$ cat config.mk
export PLATFORM = sky130hd
export DESIGN_NAME = ddr_mode_config
export DESIGN_NICKNAME = d
export VERILOG_FILES = /design/src/hw/mode_cfg_pkg.sv /design/src/hw/burst_addr_gen.sv /design/src/hw/ddr_mode_config.sv /design/src/hw/read_latency_pipe.sv
export SDC_FILE = /design/constraint.sdc
export NUM_CORES = 1
export LEC_CHECK = 0
export BUFFER_PORTS_ARGS = -buffer_cell sky130_fd_sc_hd__buf_4
export CAP_MARGIN = 40
export CORE_MARGIN = 8
export CORE_UTILIZATION = 25
export CTS_CLUSTER_DIAMETER = 200
export CTS_CLUSTER_SIZE = 24
export DETAILED_ROUTE_END_ITERATION = 8
export MAX_ROUTING_LAYER = met4
export PLACE_DENSITY = 0.51
export SKIP_CTS_REPAIR_TIMING = 1
export SLEW_MARGIN = 30
export SYNTH_ARGS = -nofsm -noshare
export SYNTH_HDL_FRONTEND = slang
export SYNTH_HIERARCHICAL = 1
export SYNTH_SLANG_ARGS = --single-unit
$ cat constraint.sdc
create_clock -name clk -period 1.9 [get_ports clk]
set_input_delay 0.38 -clock clk [delete_from_list [all_inputs] [get_ports clk]]
set_output_delay 0.38 -clock clk [all_outputs]
set_load 0.01 [all_outputs]
$ cat src/hw/mode_cfg_pkg.sv
// constants and types shared by the mode configuration block
`default_nettype none
package mode_cfg_pkg;
  // ****************************************
  // widths
  // ****************************************
  localparam int ADDR_W = 13;
  localparam int COL_W = 10;
  localparam int LAT_W = 3;
  // ****************************************
  // base register field positions
  // ****************************************
  localparam int BL_LO = 0;
  localparam int BL_HI = 2;
  localparam int BT_BIT = 3;
  localparam int CL_LO = 4;
  localparam int CL_HI = 6;
  localparam int OPMODE_BIT = 7;
  localparam int DLL_RST_BIT = 8;
  // ****************************************
  // extended register field positions
  // ****************************************
  localparam int DLL_DIS_BIT = 0;
  localparam int DS_BIT = 1;
  // ****************************************
  // field codes
  // ****************************************
  localparam logic [2:0] BL_CODE_2 = 3'h1;
  localparam logic [2:0] BL_CODE_4 = 3'h2;
  localparam logic [2:0] BL_CODE_8 = 3'h3;
  localparam logic [2:0] CL_CODE_2 = 3'h2;
  localparam logic [2:0] CL_CODE_3 = 3'h3;
  localparam logic [2:0] CL_CODE_25 = 3'h6;
  localparam logic [1:0] SEL_BASE = 2'h0;
  localparam logic [1:0] SEL_EXT = 2'h1;
  // ****************************************
  // organization and commands
  // ****************************************
  typedef enum logic [1:0] {ORG_X8, ORG_X16, ORG_X32} org_type;
  localparam int TOP_COL_X8 = 9;
  localparam int TOP_COL_X16 = 8;
  localparam int TOP_COL_X32 = 9;
  typedef enum logic [2:0] {
    CMD_NOP, CMD_MODE_LOAD, CMD_READ, CMD_WRITE, CMD_SELF_REFRESH_EXIT
  } cmd_type;
  localparam logic [ADDR_W-1:0] ZERO_ADDR = 13'h0000;
endpackage : mode_cfg_pkg
`default_nettype wire

$ cat src/hw/burst_addr_gen.sv
// column address sequencing within an aligned burst block
`default_nettype none
module burst_addr_gen
  import mode_cfg_pkg::*;
#(
  parameter int COLW = COL_W
) (
  input wire logic [COLW-1:0] start_col,
  input wire logic [2:0] beat,
  input wire logic [2:0] len_mask,
  input wire logic interleave,
  input wire logic [3:0] top_bit,
  output logic [COLW-1:0] col
);
  logic [2:0] low;
  logic [COLW-1:0] top_mask;
  // low bits: offset plus or xor beat, kept within block
  always_comb begin
    if (interleave) begin
      low = (start_col[2:0] ^ beat) & len_mask;
    end else begin
      low = (start_col[2:0] + beat) & len_mask;
    end
    top_mask = COLW'((11'h002 << top_bit) - 11'h001);
    col = (start_col & top_mask & ~COLW'(len_mask)) | COLW'(low);
  end
endmodule : burst_addr_gen
`default_nettype wire

$ cat src/hw/ddr_mode_config.sv
// mode and extended mode registers with burst sequencing
`default_nettype none
module ddr_mode_config
  import mode_cfg_pkg::*;
#(
  parameter mode_cfg_pkg::org_type ORG = mode_cfg_pkg::ORG_X8
) (
  input wire logic clk,
  input wire logic srst,
  input wire mode_cfg_pkg::cmd_type cmd,
  input wire logic bank_select_low,
  input wire logic bank_select_high,
  input wire logic [mode_cfg_pkg::ADDR_W-1:0] addr,
  output logic [mode_cfg_pkg::COL_W-1:0] col_addr,
  output logic col_valid,
  output logic col_is_write,
  output logic first_read_data,
  output logic [2:0] burst_len_code,
  output logic burst_interleaved,
  output logic [2:0] read_latency_code,
  output logic dll_reset_pulse,
  output logic dll_enabled,
  output logic reduced_drive,
  output logic base_loaded,
  output logic ext_loaded
);
  import mode_cfg_pkg::*;
  typedef struct packed {
    logic [ADDR_W-1:0] base_mode_config;
    logic [ADDR_W-1:0] extended_mode_config;
    logic base_ok;
    logic ext_ok;
    logic dll_rst;
    logic dll_on;
    logic active;
    logic wr;
    logic [COL_W-1:0] start;
    logic [2:0] beat;
  } state_type;
  state_type s_q, s_d;
  logic [2:0] len_mask;
  logic [3:0] top_bit;
  logic [COL_W-1:0] gen_col;
  logic [1:0] sel;
  // ****************************************
  // burst length decode
  // ****************************************
  function automatic logic [2:0] mask_of(input logic [2:0] code);
    case (code)
      BL_CODE_2: mask_of = 3'h1;
      BL_CODE_4: mask_of = 3'h3;
      BL_CODE_8: mask_of = 3'h7;
      default: mask_of = 3'h1;
    endcase
  endfunction : mask_of
  // one length for both directions
  assign len_mask = mask_of(s_q.base_mode_config[BL_HI:BL_LO]);
  assign top_bit = (ORG == ORG_X16) ? 4'(TOP_COL_X16) :
                   (ORG == ORG_X32) ? 4'(TOP_COL_X32) : 4'(TOP_COL_X8);
  assign sel = {bank_select_high, bank_select_low};
  // ****************************************
  // register loads and burst tracking
  // ****************************************
  always_comb begin
    s_d = s_q;
    s_d.dll_rst = 1'b0;
    if (cmd == CMD_MODE_LOAD && sel == SEL_BASE) begin
      s_d.base_mode_config = addr;
      s_d.base_ok = 1'b1;
      s_d.dll_rst = addr[DLL_RST_BIT];
    end
    if (cmd == CMD_MODE_LOAD && sel == SEL_EXT) begin
      s_d.extended_mode_config = addr;
      s_d.ext_ok = 1'b1;
      s_d.dll_on = ~addr[DLL_DIS_BIT];
    end
    if (cmd == CMD_SELF_REFRESH_EXIT) begin
      s_d.dll_on = 1'b1;
      s_d.extended_mode_config[DLL_DIS_BIT] = 1'b0;
    end
    // advance beat, end after length beats
    if (s_q.active) begin
      s_d.beat = s_q.beat + 3'h1;
      if (s_q.beat == len_mask) begin
        s_d.active = 1'b0;
      end
    end
    if (cmd == CMD_READ || cmd == CMD_WRITE) begin
      s_d.active = 1'b1;
      s_d.wr = (cmd == CMD_WRITE);
      s_d.start = addr[COL_W-1:0];
      s_d.beat = 3'h0;
    end
  end
  always_ff @(posedge clk) begin
    if (srst) begin
      s_q <= '0;
    end else begin
      s_q <= s_d;
    end
  end
  // ****************************************
  // column generation and read timing
  // ****************************************
  burst_addr_gen #(.COLW(COL_W)) u_gen (
    .start_col(s_q.start),
    .beat(s_q.beat),
    .len_mask(len_mask),
    .interleave(s_q.base_mode_config[BT_BIT]),
    .top_bit(top_bit),
    .col(gen_col)
  );
  read_latency_pipe u_lat (
    .clk(clk),
    .srst(srst),
    .read_cmd(cmd == CMD_READ),
    .cl_code(s_q.base_mode_config[CL_HI:CL_LO]),
    .first_data(first_read_data)
  );
  assign col_addr = gen_col;
  assign col_valid = s_q.active;
  assign col_is_write = s_q.wr;
  assign burst_len_code = s_q.base_mode_config[BL_HI:BL_LO];
  assign burst_interleaved = s_q.base_mode_config[BT_BIT];
  assign read_latency_code = s_q.base_mode_config[CL_HI:CL_LO];
  assign dll_reset_pulse = s_q.dll_rst;
  assign dll_enabled = s_q.dll_on;
  assign reduced_drive = s_q.extended_mode_config[DS_BIT];
  assign base_loaded = s_q.base_ok;
  assign ext_loaded = s_q.ext_ok;
endmodule : ddr_mode_config
`default_nettype wire

$ cat src/hw/read_latency_pipe.sv
// read-data valid timing from programmed latency
`default_nettype none
module read_latency_pipe
  import mode_cfg_pkg::*;
(
  input wire logic clk,
  input wire logic srst,
  input wire logic read_cmd,
  input wire logic [2:0] cl_code,
  output logic first_data
);
  typedef struct packed {
    logic [3:0] sr;
  } lat_state_type;
  lat_state_type s_q, s_d;
  // shift the read marker; tap by latency
  always_comb begin
    s_d = s_q;
    s_d.sr = {s_q.sr[2:0], read_cmd};
    case (cl_code)
      CL_CODE_3: first_data = s_q.sr[1];
      CL_CODE_2, CL_CODE_25: first_data = s_q.sr[0];
      default: first_data = s_q.sr[1];
    endcase
  end
  always_ff @(posedge clk) begin
    if (srst) begin
      s_q <= '0;
    end else begin
      s_q <= s_d;
    end
  end
endmodule : read_latency_pipe
`default_nettype wire
* Word level (Yosys, flattened, before mapping) *
Cells that the tools add are included.

operators by class
  reductions and logical operators = 8
  multiplexer cells = 9
  eq/ne operators = 10
  bitwise operators = 8
  add/sub/neg operators = 2

operators by type and width
  kind                                                                    count
  3-bit by 2-bit equality test with 1-bit output (second input constant)  5
  15-bit 2-to-1 mux                                                       1
  10-bit bitwise AND                                                      1
  3-bit NOT with 10-bit output                                            1
  10-bit by 3-bit OR with 10-bit output                                   1
  3-bit bitwise AND                                                       2
  3-bit equality test (second input constant)                             2
  3-bit 2-to-1 mux                                                        2
  3-bit case mux with 2 select lines                                      1
  2-bit OR reduction                                                      3
  1-bit 2-to-1 mux                                                        5
  3-bit by 1-bit adder with 3-bit output (second input constant)          1
  3-bit adder                                                             1
  3-bit by 1-bit equality test with 1-bit output (second input constant)  1
  3-bit equality test                                                     1
  3-bit bitwise XOR                                                       1
  2-bit by 1-bit equality test with 1-bit output (second input constant)  1
  1-bit logical AND                                                       2
  2-bit zero test                                                         1
  1-bit NOT                                                               2
  2-bit nonzero test                                                      1
  1-bit logical OR                                                        1

word-level totals
  logic and storage cells = 48
  output and inout port bits = 25
  register bits after elaboration = 29

* Depth between registers and ports, before layout *
Gate-level depths: netlist (run 1).

  word-level depth = 6
  mapped depth = 8
  mapped depth without buffers = 6

* Hierarchy *
Netlist (run 1), hierarchy kept.

modules (own cells, without submodules)
  module             times used  cells an instance  area each (sq um)  seq. area each (sq um)
  ddr_mode_config    1           131                1107.3             540.5
  burst_addr_gen     1           48                 337.8              0.0
  read_latency_pipe  1           6                  73.8               40.0

* Worst setup path after synthesis (run 1) *
OpenSTA, ideal clock, no wires.

  path type = reg-to-output
  start = reg s_q[0] in the netlist's numbering
  end = out col_addr[1] in the netlist's numbering
  path buffers = 0
  stages on the path, launching flop included = 6
  data required time = 1.520 ns
  data arrival time = 1.369 ns
  setup slack = 0.151 ns
  cell sequence = dfxtp_1 -> ha_1 -> fa_1 -> mux2_2 -> nand2_1 -> o21ai_0

on the way
  word-level cells in the longest chain between the ends = 4

ends and longest elaborated chain
  item                                   RTL line               source
  from (decl)                            ddr_mode_config.sv:40  state_type s_q, s_d;
  from (signal assigned)                 ddr_mode_config.sv:97  s_q <= '0;
  from (signal assigned)                 ddr_mode_config.sv:99  s_q <= s_d;
  3-bit adder                            burst_addr_gen.sv:22   low = (start_col[2:0] + beat) & len_mask;
  3-bit bitwise AND                      burst_addr_gen.sv:22
  3-bit 2-to-1 mux                       burst_addr_gen.sv:19   if (interleave) begin
  10-bit by 3-bit OR with 10-bit output  burst_addr_gen.sv:25   col = (start_col & top_mask & ~COLW'(len_mask)) | COLW'(low);
  to (decl)                              ddr_mode_config.sv:14  output logic [mode_cfg_pkg::COL_W-1:0] col_addr,

No other way between the ends.

* Worst setup path in the final report (run 1) *
Ends and elaborated chain as after synthesis.

==> results of run 1 <==
[kinds of logic after synthesis]
logic type      after synthesis  share of synthesized area
xor+xnor                      6                     0.0346
other cells                   2                    0.00494
fa+ha+maj                     5                     0.0461
mux                           5                     0.0379
compound gates               44                      0.161
buf+inv                      21                     0.0774
flops                        29                      0.382
simple gates                 73                      0.256
[metal layers]
| metal | routed length (microns) | vias up | global-route usage |
|---|---|---|---|
| li1 | - | 704 | - |
| met1 | 1800 | 628 | 0.111 |
| met2 | 1810 | 34 | 0.141 |
| met3 | 267 | 5 | 0.0312 |
| met4 | 44 | 0 | 0.0277 |
| met5 | 0 | - | - |
[critical path: stages (launching register included)]
cell and delay, ns:
dfxtp_2 0.33, ha_4 0.16, fa_2 0.42, mux2_4 0.28, nand2_2 0.06, o21ai_1 0.05
buf_4 0.15
[cell type report]
type	count	area [sq um]	share of cell area
Clock buffer	7	96.3	0.0476
Clock inverter	1	5.00	0.00248
Inverter	2	7.51	0.00371
Multi-Input combinational cell	139	865	0.428
Sequential cell	29	583	0.288
Tap cell	75	93.8	0.0464
Timing Repair Buffer	49	372	0.184
[state kept, by name, summed over array words and instances (netlist names)]
register,count
dll_enabled,1
ext_loaded,1
base_loaded,1
burst_interleaved,1
col_valid,1
read_latency_code,3
col_is_write,1
dll_reset_pulse,1
burst_len_code,3
u_lat/s_q,2
s_q,13
reduced_drive,1
[metrics by stage]
step,total power [mW],instances,instance area [sq um],setup TNS [ns]
final,1.39,302,2020,-0.327
after global routing,1.46,302,2020,-0.429
after CTS,1.40,302,1990,-0.540
after detailed placement,0.842,294,1890,0
after global placement,0.840,294,1890,0
after floorplan,0.762,189,1530,0
[power groups by stage]
stage | clock, mW | sequential, mW | combinational, mW
after floorplan | 0 | 0.656 | 0.105
after global placement | 0 | 0.656 | 0.184
after detailed placement | 0 | 0.656 | 0.185
after CTS | 0.569 | 0.643 | 0.186
after global routing | 0.602 | 0.647 | 0.215
final | 0.551 | 0.644 | 0.191
[cells in the mapped netlist, drive strengths merged (2+ instances only)]
cell / instances
or4: 2
a21oi: 24
nor4b: 3
mux2: 3
buf: 14
nor2b: 7
ha: 4
dfxtp: 29
nand2b: 2
o21ai: 12
nand2: 29
clkbuf: 5
mux2i: 2
and2: 3
nor2: 7
xor2: 3
xnor2: 3
nor3: 6
nand3: 9
conb: 2
[worst paths after layout]
check | from | end | slack [ns] | depth (start not counted)
hold / removal | addr[8] | s_q[11] | 0.36 | 3
setup / recovery | s_q[0] | col_addr[1] | -0.20 | 6
setup reg to reg | s_q[1] | col_valid | 0.75 | 4
hold reg to reg | s_q[9] | s_q[9] | 0.45 | 2
==> metrics.yaml, run 1 <==
placed_design:
  io_buffers: 41
  post-place-ws_ns: 0.0249
  globalplace.congestion: 0.795
  detailed_place_hpwl_microns: 2970
clock_network:
  clock-root-buffer: "clkbuf_8"
  clock_sinks: 29
  htreeDepth: 2
  clockBufferDepth: 2
  clk_pin_slew_worst_paths_ns: 0.06
  numCtsBuffers: 5
  clkLatencyLatePin_ns: 0.27
  cts_tree: "yes"
pwr:
  p_leak_nw: 0.843
  internal_power_mw: 1.05
  p_comb_frac: 0.138
  p_clk_frac: 0.398
  switching_power_mw: 0.340
  p_seq_frac: 0.465
  max-vdd-ir-drop_v: 0.000264
  switching_share: 0.246
  power_density_mw_per_mm2: 686
route:
  drt_iter0_drc: 60
  ant_nets: 0
  routedWlPerCell_microns: 13.0
  drc: 0
  vias: 1371
  vias_per_cell: 4.54
  totalWireLength_microns: 3920
  drtPass1Iterations: 4
critical_path:
  arrival_ns: 1.72
  worstSetupStartpointType: "register"
  cp_max_fo: 2
  end_kind: "output port"
  required_ns: 1.52
  worstSetupPathType: "register to output port"
sta:
  setup_ws_ns: -0.205
  hold_viol_final: 0
  final.min_clock_period_ns: 2.10
  finalCritPeriodShare: 1.11
  finalSetupViolCount: 2
  whs_ns: 0.359
  maxSlewViolCount: 0
  rsz0062_at_grt: "true"
  fmax_ghz: 0.475
  worst_pin_slew_ns: 0.559
  slew_headroom: 0.627
  skew_ns: 0.000598
die:
  floorplan.rows: 28
  design.core.area_sq_mm: 0.00589
  start_util: 0.258
  die_h_microns: 93.9
  die_x_microns: 93.9
  num_io_pins: 45
  dieArea_sq_mm: 0.00883
job:
  cap_violations: 0
grt:
  first_global_vias: 1305
  antenna_found_initial: 0
  grt_max_degree: 30
  track_usage: 0.0921
  grt_overflow: 0
  grt_pass1_wl_microns: 6370
yosys:
  synth_area_leaders: "dfxtp_1 38%, a21oi_1 7.9%, nand2_1 7.2%, buf_4 3.5%, ha_1 3.3%"
  synth_top_cell_by_area: "dfxtp_1"
  ys_seq_area_frac: 0.382
  async_flop_share: 0
  synth_cells: 185
  synthDominantCellAreaShare: 0.382
  synth_top_flop_cell: "dfxtp_1"
  syn_area_sq_mm: 0.00152
  synth.distinct_cells: 44
  yosys_warnings: 6
  ys_seq_elements: 29
  avgSynthCellArea_sq_um: 8.21
  synth_edf_count: 0
layout:
  final_cell_mix: "48 x buf_4, 28 x nand2_1, 27 x dfxtp_1"
  final_common_cell: "buf_4"
  fin_util: 0.344
  syn2layout_area_growth_pct: 33.1
  fillers: 661
  drive_above_1_share: 0.313
  nNetsFinal: 251
  diodes: 0
outcome:
  status: "finished with violations"
  failed_checks: "negative setup slack"
hold_path:
  min_path_type: "input pin to register"
Note: power is estimated with default switching activity, not from simulation.
==> inputs of run 2 (changes only) <==
- CORE_ASPECT_RATIO: not set -> 0.6
==> run 2 against run 1 <==
  * The run still ends with negative setup slack left
  * Via count increased by 0.36%
  * Clock skew increased by 0.0021 ns
  * Register-to-register slack about the same
  * Sequential share of layout area increased by 0.16 points
  * Power decreased by 1.9%
==> metrics.yaml, run 2 (synthesis gave the netlist of run 1 again) <==
grt:
  first_global_vias: 1419
  grt_max_degree: 30
  track_usage: 0.105
  grt_pass1_wl_microns: 7040
  antenna_found_initial: 0
  met3_usage: 0.0435
  grt_overflow: 0
  grt.busiest_layer: "met1"
  grtUsageMet2: 0.133
  grt.met1_usage: 0.146
layout:
  fin_area_sq_mm: 0.00201
  final_common_cell: "buf_4"
  diodes: 0
  drive_above_1_share: 0.307
  nNetsFinal: 250
  final_cell_mix: "48 x buf_4, 28 x nand2_1, 27 x dfxtp_1"
  largest_reg_flops: 13
  syn2layout_area_growth_pct: 32.4
  top_register: "s_q"
  fin_util: 0.335
sta:
  setup_ws_ns: -0.241
  final.min_clock_period_ns: 2.14
  tns_ns: -0.389
  hold_viol_final: 0
  slew_headroom: 0.641
  maxSlewViolCount: 0
  finalCritPeriodShare: 1.13
  worst_pin_slew_ns: 0.539
  finalSetupViolCount: 2
  rsz0062_at_grt: "true"
  fmax_ghz: 0.467
  skew_ns: 0.00269
die:
  num_io_pins: 45
  dieArea_sq_mm: 0.00891
  design.core.area_sq_mm: 0.00600
  die_h_microns: 76.4
  die_x_microns: 117
  start_util: 0.253
  floorplan.rows: 22
critical_path:
  reg2reg_slack_ns: 0.75
  r2r_cells: 4
  cp_slowest_stage_delay_ns: 0.43
  slowest_stage: "fa_2"
  cp_cell_sequence: "ha_4 > fa_2 > mux2_4 > nand2_2 > o21ai_2 > buf_4"
  r2r-end: "col_valid"
  cp_top_family: "adder cells"
  worstSetupPathType: "register to output port"
  required_ns: 1.52
  end_kind: "output port"
  path_buf_inv: 1
  arrival_ns: 1.76
  worstSetupStartpointType: "register"
  r2r_start: "s_q[1]"
  startpoint: "s_q[0]"
  cp_max_fo: 2
pwr:
  finalPower_mw: 1.36
  max-vdd-ir-drop_v: 0.000265
  power_density_mw_per_mm2: 677
  p_leak_nw: 0.828
placed_design:
  place_area_sq_mm: 0.00189
  detailed_place_hpwl_microns: 3140
  io_buffers: 41
  globalplace.congestion: 0.751
  post-place-ws_ns: 0.0246
clock_network:
  clkLatencyLatePin_ns: 0.29
  clk_pin_slew_worst_paths_ns: 0.06
  htreeDepth: 2
  clockBufferDepth: 2
  clock_sinks: 29
  cts_tree: "yes"
  numCtsBuffers: 5
  clock-root-buffer: "clkbuf_8"
hold_path:
  hp-start: "addr[9]"
  hold_end: "s_q[12]"
  whs_path_depth: 3
  min_path_type: "input pin to register"
route:
  totalWireLength_microns: 4320
  drc: 0
  ant_nets: 0
  vias_per_cell: 4.45
  drt_iter0_drc: 64
  routedWlPerCell_microns: 14.0
  vias: 1376
  drtPass1Iterations: 4
job:
  cap_violations: 0
outcome:
  status: "finished with violations"
  failed_checks: "negative setup slack"
==> run 2: cell types whose count changed in the layout (fill, tap and decap cells not counted) <==
cell	before	now
o21ai_2	0	1
buf_6	1	0
clkbuf_8	7	6
o21ai_1	9	8
clkinv_2	1	0
clkbuf_1	0	1
==> run 2: per-stage QoR <==
stage | std cells | hold slack, ns
2_1_floorplan | 189 | 0.432
3_3_place_gp | 302 | 0.444
3_5_place_dp | 302 | 0.454
4_1_cts | 309 | 0.343
5_1_grt | 309 | 0.354
6_report | 309 | 0.347
==> run 2: worst max-delay path by stage <==
stage | to | slack (ns) | depth (start not counted)
6_report | col_addr[1] | -0.24 | 6
5_1_grt | col_addr[1] | -0.29 | 6
4_1_cts | col_addr[1] | -0.29 | 6
3_5_place_dp | col_addr[1] | 0.02 | 6
3_3_place_gp | col_addr[1] | 0.03 | 6
2_1_floorplan | col_addr[1] | 0.15 | 5
==> run 2: layer usage <==
layer	share of wire	up-vias
li1	-	697
met1	0.54	632
met2	0.38	42
met3	0.068	5
met4	0.0072	0
met5	0	-
==> run 2: cell type report <==
| cell class | count | area (sq um) |
|---|---|---|
| Inverter | 2 | 7.51 |
| Sequential cell | 29 | 583 |
| Multi-Input combinational cell | 139 | 868 |
| Fill cell | 667 | 3990 |
| Tap cell | 84 | 105 |
| Clock buffer | 7 | 86.3 |
| Timing Repair Buffer | 48 | 360 |
==> run 2: where the power goes <==
group	total, mW	switching [mW]	internal [mW]
sequential	0.644	0.0157	0.629
clock	0.522	0.236	0.287
combinational	0.194	0.104	0.0898
total	1.36	0.355	1.01
==> run 2: worst reg2reg max path: cells and delay by family, from the launching register on <==
family | cells | cell delay [ns]
flip-flops | 1 | 0.33
AND/OR/NAND/NOR | 1 | 0.27
AO/OA/AOI/OAI | 2 | 0.27
buffers and inverters | 1 | 0.16
==> inputs of run 3 (changes only) <==
- MAX_ROUTING_LAYER: met4 -> not set
==> run 3 against run 2 <==
  * The run still ends with negative setup slack left
  * Critical path type unchanged
  * Cell count unchanged
  * Power down 0.16%
  * Combinational power about the same
  * Core utilization unchanged
  * First-iteration DRC count down 28%
  * Critical endpoint unchanged
==> metrics.yaml, run 3 (synthesis gave the netlist of run 1 again) <==
sta:
  final.min_clock_period_ns: 2.14
  setup_ws_ns: -0.240
  slew_headroom: 0.633
  worst_pin_slew_ns: 0.551
  maxSlewViolCount: 0
  fmax_ghz: 0.467
  rsz0062_at_grt: "true"
  hold_viol_final: 0
  skew_ns: 0.000905
  finalCritPeriodShare: 1.13
  finalSetupViolCount: 2
placed_design:
  globalplace.congestion: 0.742
  detailed_place_hpwl_microns: 3140
  io_buffers: 41
  place_area_sq_mm: 0.00189
hold_path:
  hp-start: "addr[9]"
  hold_end: "s_q[12]"
  min_path_type: "input pin to register"
  whs_path_depth: 3
layout:
  diodes: 0
  final_common_cell: "buf_4"
  drive_above_1_share: 0.307
  fin_area_sq_mm: 0.00201
  syn2layout_area_growth_pct: 32.4
  fillers: 667
  final_cell_mix: "48 x buf_4, 28 x nand2_1, 27 x dfxtp_1"
  multi_input_area_sq_um: 868
  top_register: "s_q"
  nNetsFinal: 250
  largest_reg_flops: 13
  final-seq-area_sq_um: 583
  fin_util: 0.335
critical_path:
  arrival_ns: 1.76
  end_kind: "output port"
  cp_top_family: "adder cells"
  slowest_stage: "fa_2"
  r2r_start: "s_q[1]"
  cp_slowest_stage_delay_ns: 0.43
  r2r-end: "col_valid"
  worstSetupPathType: "register to output port"
  cp_max_fo: 2
  r2r_cells: 4
  path_buf_inv: 1
  required_ns: 1.52
  cp_cell_sequence: "ha_4 > fa_2 > mux2_4 > nand2_2 > o21ai_2 > buf_4"
  worstSetupStartpointType: "register"
  reg2reg_slack_ns: 0.75
pwr:
  p_leak_nw: 0.828
  max-vdd-ir-drop_v: 0.000266
  power_density_mw_per_mm2: 675
  finalPower_mw: 1.36
clock_network:
  clkLatencyLatePin_ns: 0.28
  clk_pin_slew_worst_paths_ns: 0.06
  cts_tree: "yes"
  clock-root-buffer: "clkbuf_8"
  clockBufferDepth: 2
  numCtsBuffers: 5
  clock_sinks: 29
  htreeDepth: 2
route:
  drc: 0
  vias: 1371
  routedWlPerCell_microns: 14.0
  totalWireLength_microns: 4310
  ant_nets: 0
  vias_per_cell: 4.44
  drt_iter0_drc: 46
  drtPass1Iterations: 4
grt:
  track_usage: 0.102
  antenna_found_initial: 0
  grt_overflow: 0
  first_global_vias: 1427
  grt_max_degree: 30
  grt_pass1_wl_microns: 7050
die:
  die_x_microns: 117
  dieArea_sq_mm: 0.00891
  die_h_microns: 76.4
  floorplan.rows: 22
  start_util: 0.253
  num_io_pins: 45
  design.core.area_sq_mm: 0.00600
outcome:
  status: "finished with violations"
  failed_checks: "negative setup slack"
job:
  cap_violations: 0
## run 3: how the worst max path moves through the flow
| stage | from | endpoint | cells after the start |
|---|---|---|---|
| finish | s_q[0] | col_addr[1] | 6 |
| global route | s_q[0] | col_addr[1] | 6 |
| CTS | s_q[3] | col_addr[1] | 6 |
| detailed placement | s_q[3] | col_addr[1] | 6 |
| global placement | s_q[3] | col_addr[1] | 6 |
| floorplan | s_q[0] | col_addr[1] | 5 |
## run 3: metal layers
| layer | share of wire | global-route usage |
|---|---|---|
| met5 | 0 | 0 |
| met1 | 0.52 | 0.141 |
| met4 | 0.016 | 0.0432 |
| met2 | 0.37 | 0.133 |
| met3 | 0.095 | 0.0435 |
## run 3: tightest hold or removal path: cells and delay by family
kind,cells,cell delay (ns)
and+or+nand+nor,1,0.04
buffers and inverters,1,0.11
AOI/OAI and AO/OA,1,0.05
## run 3: area by class of cell
| class | count | share of cell area |
|---|---|---|
| multi-input cells | 139 | 0.432 |
| flip-flops and latches | 29 | 0.290 |
| repair buffers | 48 | 0.179 |
| well taps | 84 | 0.0523 |
| clock buffers | 7 | 0.0429 |
| inverters | 2 | 0.00373 |
## run 3: power breakdown
| part | switching [mW] | leakage, nW | internal [mW] |
|---|---|---|---|
| Clock | 0.234 | 0.0443 | 0.287 |
| Combinational | 0.104 | 0.548 | 0.0899 |
| Sequential | 0.0158 | 0.237 | 0.629 |
## run 3: through the flow
step	worst slack [ns]	hold WS, ns	TNS, ns	cells
3_3_place_gp	0.0341	0.444	0	302
3_5_place_dp	0.0246	0.454	0	302
6_report	-0.240	0.349	-0.382	309
5_1_grt	-0.291	0.358	-0.487	309
4_1_cts	-0.290	0.343	-0.532	309
2_1_floorplan	0.151	0.432	0	189
